$ cat config.mk
export PLATFORM = sky130hd
export DESIGN_NAME = clock_status_modulation_regs
export DESIGN_NICKNAME = d
export VERILOG_FILES = /design/src/hw/rate_tick.v /design/src/hw/clock_status_modulation_regs.v
export VERILOG_INCLUDE_DIRS = /design/src /design/src/inc
export SDC_FILE = /design/constraint.sdc
export NUM_CORES = 1
export LEC_CHECK = 0
export BUFFER_PORTS_ARGS = -buffer_cell sky130_fd_sc_hd__clkbuf_2
export CAP_MARGIN = 20
export CORE_MARGIN = 3
export CORE_UTILIZATION = 45
export CTS_BUF_LIST = sky130_fd_sc_hd__clkbuf_8
export DETAILED_ROUTE_END_ITERATION = 7
export PLACE_DENSITY_LB_ADDON = 0.25
export SLEW_MARGIN = 20
export SYNTH_ARGS = -nofsm -noshare
export SYNTH_HDL_FRONTEND = slang
export SYNTH_HIERARCHICAL = 1
export SYNTH_SLANG_ARGS = --single-unit
$ cat constraint.sdc
create_clock -name ref_clk -period 6.6 [get_ports ref_clk]
set_input_delay 0.99 -clock ref_clk [delete_from_list [all_inputs] [get_ports ref_clk]]
set_output_delay 0.99 -clock ref_clk [all_outputs]
set_load 0.03 [all_outputs]
$ cat src/inc/clock_status_modulation_consts.vh
// Register offsets, field positions and reset values of the clock, status and modulation register slice
`ifndef CLOCK_STATUS_MODULATION_CONSTS_VH
`define CLOCK_STATUS_MODULATION_CONSTS_VH

// Register offsets
`define CLOCK_CONNECT_REG_ADDR 8'h18
`define DEVICE_READINESS_STATUS_ADDR 8'h19
`define FSK_DEVIATION_SETTING_ADDR 8'h1A
`define SOFT_FSK_RAMP_SETTING_ADDR 8'h1B
`define POWER_MODULATION_SET_ZERO_ADDR 8'h1C

// Reset values
`define CLOCK_CONNECT_REG_RESET 8'h04
`define FSK_DEVIATION_SETTING_RESET 8'h00
`define SOFT_FSK_RAMP_SETTING_RESET 8'h00
`define POWER_MODULATION_SET_ZERO_RESET 8'h9F

// Clock connection fields
`define PORT_CLOCK_SELECT_MSB 4
`define PORT_CLOCK_SELECT_LSB 2
`define EXT_CLOCK_BUFFER_ON_BIT 1
`define CRYSTAL_OSC_OFF_BIT 0

// Port clock selector codes
`define PORT_CLK_REF 3'h0
`define PORT_CLK_REF_DIV2 3'h1
`define PORT_CLK_REF_DIV4 3'h2
`define PORT_CLK_REF_DIV8 3'h3
`define PORT_CLK_CHIP_X4 3'h4
`define PORT_CLK_CHIP_X2 3'h5
`define PORT_CLK_CHIP 3'h6
`define PORT_CLK_BIT 3'h7

// Readiness status fields
`define AMPLIFIER_ACTIVE_BIT 6
`define AMP_SUPPLY_OK_BIT 5
`define SYNTH_SUPPLY_OK_BIT 4
`define RECEIVE_PREPARED_BIT 3
`define TRANSMIT_PREPARED_BIT 2
`define SYNTH_LOCKED_BIT 1
`define REF_CLOCK_OK_BIT 0

// Deviation and ramp fields
`define DEVIATION_EXP_MSB 7
`define DEVIATION_EXP_LSB 5
`define DEVIATION_MANT_MSB 4
`define DEVIATION_MANT_LSB 0
`define RAMP_EXP_MSB 6
`define RAMP_EXP_LSB 4
`define RAMP_MANT_MSB 3
`define RAMP_MANT_LSB 0

// Power set zero fields
`define AMPLITUDE_KEYING_SEL_ZERO_BIT 7
`define POWER_WORD_MSB_BIT 5
`define POWER_HIGH_ZERO_MSB 4
`define POWER_HIGH_ZERO_LSB 0

// Writable bit masks, reserved bits read zero
`define CLOCK_CONNECT_REG_MASK 8'h1F
`define SOFT_FSK_RAMP_SETTING_MASK 8'h7F
`define POWER_MODULATION_SET_ZERO_MASK 8'hBF

`endif

$ cat src/hw/rate_tick.v
// Enable pulse generator that fires once every DIVIDE clock cycles
`timescale 1ns/100ps
module rate_tick #(
   parameter DIVIDE = 2,
   parameter WIDTH = 8
) (
   ref_clk,
   reset,
   tick
);
   input wire ref_clk;
   input wire reset;
   output reg tick;

   reg [WIDTH-1:0] count_q;

   always @(posedge ref_clk or posedge reset) begin
      if (reset) begin
         count_q <= {WIDTH{1'b0}};
         tick <= 1'b0;
      end else if (count_q == DIVIDE[WIDTH-1:0] - {{(WIDTH-1){1'b0}}, 1'b1}) begin
         count_q <= {WIDTH{1'b0}};
         tick <= 1'b1;
      end else begin
         count_q <= count_q + {{(WIDTH-1){1'b0}}, 1'b1};
         tick <= 1'b0;
      end
   end
endmodule // rate_tick

$ cat src/hw/clock_status_modulation_regs.v
// Clock connection, readiness status, FSK deviation/ramp and power set zero registers
`timescale 1ns/100ps
`include "clock_status_modulation_consts.vh"

module clock_status_modulation_regs #(
   parameter CHIP_DIVIDE = 8,
   parameter DIV_WIDTH = 8
) (
   input wire ref_clk,
   input wire reset,
   input wire [7:0] reg_addr,
   input wire [7:0] reg_wdata,
   input wire reg_wr,
   input wire reg_rd,
   output reg [7:0] reg_rdata,
   input wire bit_clock_tick,
   output reg port_clock,
   input wire xo_stable,
   input wire ext_clock_present,
   output reg crystal_osc_enable,
   output reg ext_clock_buffer_enable,
   output reg digital_ref_enable,
   input wire tx_command_start,
   input wire tx_terminate,
   input wire ramp_down_engaged,
   input wire ramp_down_done,
   input wire amp_regulator_ok,
   input wire osc_regulator_ok,
   input wire loop_regulator_ok,
   input wire receive_prep_done,
   input wire transmit_prep_done,
   input wire vco_running,
   input wire pll_locked,
   output reg [2:0] deviation_exponent,
   output reg [4:0] deviation_mantissa,
   output reg freq_modulation_enable,
   output reg [2:0] ramp_exponent,
   output reg [3:0] ramp_mantissa,
   output reg freq_ramp_enable,
   input wire tx_set_flag,
   input wire tx_data_value,
   input wire amp_linear_step_test,
   input wire [4:0] amplitude_low_power,
   output reg amplitude_keying_mode,
   output reg [5:0] power_control_word,
   output reg power_word_valid
);

   localparam [1:0] AMP_IDLE = 2'b00;
   localparam [1:0] AMP_ON = 2'b01;
   localparam [1:0] AMP_RAMP = 2'b10;

   reg [7:0] clock_connect_q;
   reg [7:0] deviation_q;
   reg [7:0] ramp_q;
   reg [7:0] set_zero_q;
   reg [1:0] amp_state_q;
   reg [1:0] amp_state_d;
   reg [7:0] status_q;
   reg [7:0] status_d;
   reg [2:0] ref_div_q;
   reg port_tick;
   reg [7:0] rdata_d;

   wire chip_tick;
   wire chip_x2_tick;
   wire chip_x4_tick;
   wire [2:0] port_sel;
   wire ext_on;
   wire xo_off;

   assign port_sel = clock_connect_q[`PORT_CLOCK_SELECT_MSB:`PORT_CLOCK_SELECT_LSB];
   assign ext_on = clock_connect_q[`EXT_CLOCK_BUFFER_ON_BIT];
   assign xo_off = clock_connect_q[`CRYSTAL_OSC_OFF_BIT];

   ////////////////////////////////////////////////////////////////////////////
   // Register writes

   always @(posedge ref_clk or posedge reset) begin
      if (reset) begin
         clock_connect_q <= `CLOCK_CONNECT_REG_RESET;
         deviation_q <= `FSK_DEVIATION_SETTING_RESET;
         ramp_q <= `SOFT_FSK_RAMP_SETTING_RESET;
         set_zero_q <= `POWER_MODULATION_SET_ZERO_RESET;
      end else if (reg_wr) begin
         case (reg_addr)
            `CLOCK_CONNECT_REG_ADDR: clock_connect_q <= reg_wdata & `CLOCK_CONNECT_REG_MASK;
            `FSK_DEVIATION_SETTING_ADDR: deviation_q <= reg_wdata;
            `SOFT_FSK_RAMP_SETTING_ADDR: ramp_q <= reg_wdata & `SOFT_FSK_RAMP_SETTING_MASK;
            `POWER_MODULATION_SET_ZERO_ADDR: set_zero_q <= reg_wdata & `POWER_MODULATION_SET_ZERO_MASK;
            // Status register and unmapped offsets ignore writes
            default: clock_connect_q <= clock_connect_q;
         endcase
      end
   end

   ////////////////////////////////////////////////////////////////////////////
   // Register reads, data registered one cycle after the read strobe

   always @* begin
      case (reg_addr)
         `CLOCK_CONNECT_REG_ADDR: rdata_d = clock_connect_q;
         `DEVICE_READINESS_STATUS_ADDR: rdata_d = {1'b0, status_q[6:0]};
         `FSK_DEVIATION_SETTING_ADDR: rdata_d = deviation_q;
         `SOFT_FSK_RAMP_SETTING_ADDR: rdata_d = ramp_q;
         `POWER_MODULATION_SET_ZERO_ADDR: rdata_d = set_zero_q;
         default: rdata_d = 8'h00;
      endcase
   end

   always @(posedge ref_clk or posedge reset) begin
      if (reset) begin
         reg_rdata <= 8'h00;
      end else if (reg_rd) begin
         reg_rdata <= rdata_d;
      end
   end

   ////////////////////////////////////////////////////////////////////////////
   // Port pin clock
   // Chip clock is an enable rate derived from ref_clk; the pin toggles on the selected enable,
   // so the pin frequency is half the enable rate. The full reference rate cannot be shown on a
   // flop-driven pin, so code 000 shows the fastest toggle the clock allows.

   rate_tick #(
      .DIVIDE(CHIP_DIVIDE),
      .WIDTH(DIV_WIDTH)
   ) chip_rate (
      .ref_clk(ref_clk),
      .reset(reset),
      .tick(chip_tick)
   );

   rate_tick #(
      .DIVIDE(CHIP_DIVIDE / 2),
      .WIDTH(DIV_WIDTH)
   ) chip_x2_rate (
      .ref_clk(ref_clk),
      .reset(reset),
      .tick(chip_x2_tick)
   );

   rate_tick #(
      .DIVIDE(CHIP_DIVIDE / 4),
      .WIDTH(DIV_WIDTH)
   ) chip_x4_rate (
      .ref_clk(ref_clk),
      .reset(reset),
      .tick(chip_x4_tick)
   );

   always @(posedge ref_clk or posedge reset) begin
      if (reset) begin
         ref_div_q <= 3'h0;
      end else begin
         ref_div_q <= ref_div_q + 3'h1;
      end
   end

   always @* begin
      case (port_sel)
         `PORT_CLK_REF: port_tick = 1'b1;
         `PORT_CLK_REF_DIV2: port_tick = 1'b1;
         `PORT_CLK_REF_DIV4: port_tick = ref_div_q[0];
         `PORT_CLK_REF_DIV8: port_tick = (ref_div_q[1:0] == 2'h3);
         `PORT_CLK_CHIP_X4: port_tick = chip_x4_tick;
         `PORT_CLK_CHIP_X2: port_tick = chip_x2_tick;
         `PORT_CLK_CHIP: port_tick = chip_tick;
         `PORT_CLK_BIT: port_tick = bit_clock_tick;
         default: port_tick = 1'b0;
      endcase
   end

   always @(posedge ref_clk or posedge reset) begin
      if (reset) begin
         port_clock <= 1'b0;
      end else if (port_tick) begin
         port_clock <= ~port_clock;
      end
   end

   ////////////////////////////////////////////////////////////////////////////
   // Oscillator, external buffer and digital reference enables

   always @(posedge ref_clk or posedge reset) begin
      if (reset) begin
         crystal_osc_enable <= 1'b0;
         ext_clock_buffer_enable <= 1'b0;
         digital_ref_enable <= 1'b0;
      end else begin
         case ({ext_on, xo_off})
            2'b00: begin
               crystal_osc_enable <= 1'b1;
               ext_clock_buffer_enable <= 1'b0;
               digital_ref_enable <= xo_stable;
            end
            2'b01: begin
               crystal_osc_enable <= 1'b0;
               ext_clock_buffer_enable <= 1'b0;
               digital_ref_enable <= 1'b0;
            end
            2'b10: begin
               crystal_osc_enable <= 1'b1;
               ext_clock_buffer_enable <= 1'b0;
               digital_ref_enable <= 1'b1;
            end
            2'b11: begin
               crystal_osc_enable <= 1'b0;
               ext_clock_buffer_enable <= 1'b1;
               digital_ref_enable <= 1'b1;
            end
            default: begin
               crystal_osc_enable <= 1'b0;
               ext_clock_buffer_enable <= 1'b0;
               digital_ref_enable <= 1'b0;
            end
         endcase
      end
   end

   ////////////////////////////////////////////////////////////////////////////
   // Amplifier activity: held through any engaged ramp-down after termination

   always @* begin
      case (amp_state_q)
         AMP_IDLE: amp_state_d = tx_command_start ? AMP_ON : AMP_IDLE;
         AMP_ON: amp_state_d = !tx_terminate ? AMP_ON : (ramp_down_engaged ? AMP_RAMP : AMP_IDLE);
         AMP_RAMP: amp_state_d = ramp_down_done ? AMP_IDLE : AMP_RAMP;
         default: amp_state_d = AMP_IDLE;
      endcase
   end

   always @(posedge ref_clk or posedge reset) begin
      if (reset) begin
         amp_state_q <= AMP_IDLE;
      end else begin
         amp_state_q <= amp_state_d;
      end
   end

   ////////////////////////////////////////////////////////////////////////////
   // Readiness status, sampled each cycle so a read sees a stable word

   always @* begin
      status_d = 8'h00;
      status_d[`AMPLIFIER_ACTIVE_BIT] = (amp_state_q != AMP_IDLE);
      status_d[`AMP_SUPPLY_OK_BIT] = amp_regulator_ok;
      status_d[`SYNTH_SUPPLY_OK_BIT] = osc_regulator_ok & loop_regulator_ok;
      status_d[`RECEIVE_PREPARED_BIT] = receive_prep_done;
      status_d[`TRANSMIT_PREPARED_BIT] = transmit_prep_done;
      status_d[`SYNTH_LOCKED_BIT] = vco_running & pll_locked;
      // External clock counts as ready on presence alone; its stability is not judged
      status_d[`REF_CLOCK_OK_BIT] = (crystal_osc_enable & xo_stable) |
                                    (ext_clock_buffer_enable & ext_clock_present);
   end

   always @(posedge ref_clk or posedge reset) begin
      if (reset) begin
         status_q <= 8'h00;
      end else begin
         status_q <= status_d;
      end
   end

   ////////////////////////////////////////////////////////////////////////////
   // Deviation and soft-FSK ramp fields

   always @(posedge ref_clk or posedge reset) begin
      if (reset) begin
         deviation_exponent <= 3'h0;
         deviation_mantissa <= 5'h00;
         freq_modulation_enable <= 1'b0;
         ramp_exponent <= 3'h0;
         ramp_mantissa <= 4'h0;
         freq_ramp_enable <= 1'b0;
      end else begin
         deviation_exponent <= deviation_q[`DEVIATION_EXP_MSB:`DEVIATION_EXP_LSB];
         deviation_mantissa <= deviation_q[`DEVIATION_MANT_MSB:`DEVIATION_MANT_LSB];
         freq_modulation_enable <= |deviation_q[`DEVIATION_MANT_MSB:`DEVIATION_MANT_LSB];
         ramp_exponent <= ramp_q[`RAMP_EXP_MSB:`RAMP_EXP_LSB];
         ramp_mantissa <= ramp_q[`RAMP_MANT_MSB:`RAMP_MANT_LSB];
         freq_ramp_enable <= |ramp_q[`RAMP_MANT_MSB:`RAMP_MANT_LSB];
      end
   end

   ////////////////////////////////////////////////////////////////////////////
   // Power and modulation from set zero
   // Only set zero is held here; with flag F high the word is marked not valid so the
   // set-one logic outside can take over the amplifier.

   always @(posedge ref_clk or posedge reset) begin
      if (reset) begin
         amplitude_keying_mode <= 1'b0;
         power_control_word <= 6'h00;
         power_word_valid <= 1'b0;
      end else begin
         power_word_valid <= ~tx_set_flag;
         amplitude_keying_mode <= ~tx_set_flag & set_zero_q[`AMPLITUDE_KEYING_SEL_ZERO_BIT];
         if (tx_set_flag) begin
            power_control_word <= 6'h00;
         end else if (set_zero_q[`AMPLITUDE_KEYING_SEL_ZERO_BIT] & tx_data_value) begin
            power_control_word <= {1'b0, amplitude_low_power};
         end else begin
            power_control_word <= {amp_linear_step_test & set_zero_q[`POWER_WORD_MSB_BIT],
                                   set_zero_q[`POWER_HIGH_ZERO_MSB:`POWER_HIGH_ZERO_LSB]};
         end
      end
   end
endmodule // clock_status_modulation_regs

==> impl_metrics.json <==
{
  "rsz0062_at_grt": "false",
  "fillers": 789,
  "cts_max_level": 3,
  "p_leak_nw": 2.46,
  "drt_first_pass_iters": 4,
  "layout-drive-gt1-share_pct": 39.3,
  "overflow": 0,
  "slew_violations": 0,
  "finalWirelength_um": 8340,
  "grt_pass1_wl_um": 14200,
  "worstPathMaxFanout": 21,
  "clock_skew_ns": 0.00931,
  "synth-simple-area-share_pct": 14.6,
  "cellPowerDensity_nw_per_um2": 231,
  "cts_resized": 0,
  "via_per_inst": 5.08,
  "die_h_um": 104,
  "crit_required_ns": 6.85,
  "ios": 79,
  "grt_pass1_vias": 2709,
  "area_delta_synth_final_pct": 15.2,
  "yosys_warnings": 6,
  "tns_ns": 0,
  "cts_inserted_buffers": 9,
  "synth_most_common_cell": "dfrtp_1",
  "drt_iter0_drc": 137,
  "place_inst": 518,
  "netlist_top_cells_area": "dfrtp_1 (55%), mux2_2 (8.6%), dfstp_2 (4.3%)",
  "synth_top_area_share_pct": 55.3,
  "synth_top_family_by_area": "simple AND/OR/NAND/NOR gates",
  "insertion_delay_ns": 0.35,
  "die_area_um2": 10800,
  "ir_worst_vdd_v": 0.0000965,
  "synth.distinct_cells": 59,
  "crit_path_start_kind": "input port",
  "synth-compound-area-share_pct": 5.13,
  "place.gp.congestion": 0.757,
  "synth_seq_cells": 102,
  "netlist_instances": 321,
  "synth_xor_area_share_pct": 3.26,
  "netlist_area_um2": 4300,
  "avgSynthCellArea_um2": 13.4,
  "cts_tree": "yes",
  "postSynth.asyncResetShare_pct": 100,
  "final_cells": 534,
  "worstPathArrival_ns": 2.41,
  "critical_path_class": "input port to register",
  "finalCriticalPeriod_ns": 2.16,
  "num_antenna_cells": 0,
  "outcome": "completed",
  "fin_crit_sh_pct": 32.7,
  "start_util_pct": 46.5,
  "mappedNetlistNets": 368,
  "avgRoutedWirePerCell_um": 15.6,
  "grt_max_degree": 76,
  "synth_top_cell_by_area": "dfrtp_1",
  "hold_viol": 0,
  "ctsHoldBuffers": 0,
  "worstSetupEndpointType": "register",
  "antenna_found_initial": 0,
  "synth_edf_count": 0,
  "fmax_ghz": 0.463,
  "clk_path_buf_depth": 2,
  "drv_cap": 0,
  "nNetsFinal": 447,
  "finalPower_mw": 1.14,
  "placed_area_um2": 4770,
  "synth_fa_ha_area_share_pct": 1.46,
  "drc_errors": 0,
  "ys.flop_type": "dfrtp_1",
  "dp_hpwl_um": 5970,
  "setup_viol": 0,
  "max_slew_margin_pct": 40.1,
  "cts_root_buf": "clkbuf_8",
  "hp-class": "register to register",
  "tightest_slew_ns": 0.899,
  "cts_sinks": 102,
  "ant_nets": 0,
  "track_usage_pct": 16.5,
  "clkTransAtPathRegs_ns": 0.10,
  "fin_area_um2": 4950,
  "core_um2": 9240,
  "io_buffers": 78,
  "ys_seq_area_share_pct": 59.6,
  "synth_mux_area_share_pct": 12.4,
  "num_vias": 2712,
  "postCtsSetupBuffers": 0,
  "num_rows": 35,
  "die_x_um": 104,
  "ys_top_cells_by_count": "dfrtp_1 (95), mux2_2 (33), nand3_1 (21)"
}
-- per-layer routing --
| layer | part of all wire [%] | global-route usage, % | up-vias |
|---|---|---|---|
| met5 | 0 | 0 | - |
| met4 | 2.0 | 7.22 | 0 |
| met3 | 4.8 | 3.61 | 15 |
| met2 | 44 | 23.4 | 82 |
| met1 | 49 | 24.4 | 1325 |
| li1 | - | - | 1290 |
-- cells by family (layout without fill, tap and decap cells) --
family	count (synthesis)	after routing
muxes	46	46
and+or+nand+nor	93	93
DFF	102	102
xor gates and xnor gates	16	16
adders and majority gates	5	5
buffers and inverters	29	113
AOI/OAI and AO/OA	30	30
-- layout make-up --
type / count / area [µm²] / area share [%]
flip-flops and latches: 102 / 2560 / 51.7
repair buffers: 79 / 398 / 8.04
well taps: 129 / 161 / 3.26
multi-input cells: 190 / 1580 / 31.9
clock inverters: 6 / 45.0 / 0.910
inverters: 18 / 67.6 / 1.36
clock buffers: 10 / 138 / 2.78
-- per-stage QoR --
stage          hold WS, ns  setup WS [ns]  utilization (%)
2_1_floorplan        0.362           3.71                -
3_3_place_gp         0.374           4.13             51.6
3_5_place_dp         0.389           4.07             51.6
4_1_cts              0.411           4.48             53.6
5_1_grt              0.427           4.40             53.6
6_report             0.413           4.44             53.6
-- flip-flops by register name (all words and copies together) (netlist names), 4 cells and up --
register	count
chip_rate/count_q	8
chip_x2_rate/count_q	8
chip_x4_rate/count_q	8
clock_connect_q	5
deviation_mantissa	5
deviation_q	8
power_control_word	6
ramp_mantissa	4
ramp_q	7
reg_rdata	8
set_zero_q	7
status_q	7
-- worst paths after layout --
check                                               end               startpoint  cells after the start  slack [ns]
worst max-delay path                 clock_connect_q[3]              reg_addr[1]                      4        4.44
worst min-delay path                   ramp_exponent[2]                ramp_q[6]                      0        0.41
worst max register to register  chip_x4_rate/count_q[2]  chip_x4_rate/count_q[1]                      5        5.08
worst min register to register         ramp_exponent[2]                ramp_q[6]                      0        0.41
max in group asynchronous        freq_modulation_enable                    reset                      3        5.09
min in group asynchronous       chip_x4_rate/count_q[4]                    reset                      2        0.61
-- cell usage in the layout (no fill, tap or decap), types with 2 or more instances in the layout --
master       n
dfstp_2      7
nor3b_2      2
a22oi_1      5
mux2_2      33
mux2i_1      7
xnor2_1     13
nor2_1      13
nand4_4      2
dfrtp_1     95
and4b_1      3
nor2b_1      2
inv_1       17
and3_1       7
o221ai_1     5
a21oi_1      7
and2_1       4
nand2_1     11
ha_1         5
clkbuf_2    78
nand3b_1     2
clkinvlp_4   3
a21o_1       2
mux2_4       6
clkbuf_8    10
nand2b_1     2
nand4_1      5
xor2_1       3
nand3_1     21
-- critical path: stages --
cell and delay, ns:
clkbuf_2 0.33, nor2_1 0.32, and4b_1 0.44, mux2_4 0.33
-- power by group --
part | internal (mW) | switching [mW] | total, mW
combinational | 0.0430 | 0.0713 | 0.114
clock | 0.149 | 0.211 | 0.359
sequential | 0.651 | 0.0206 | 0.671
total | 0.842 | 0.302 | 1.14
Power figures use the tool's default switching activity.
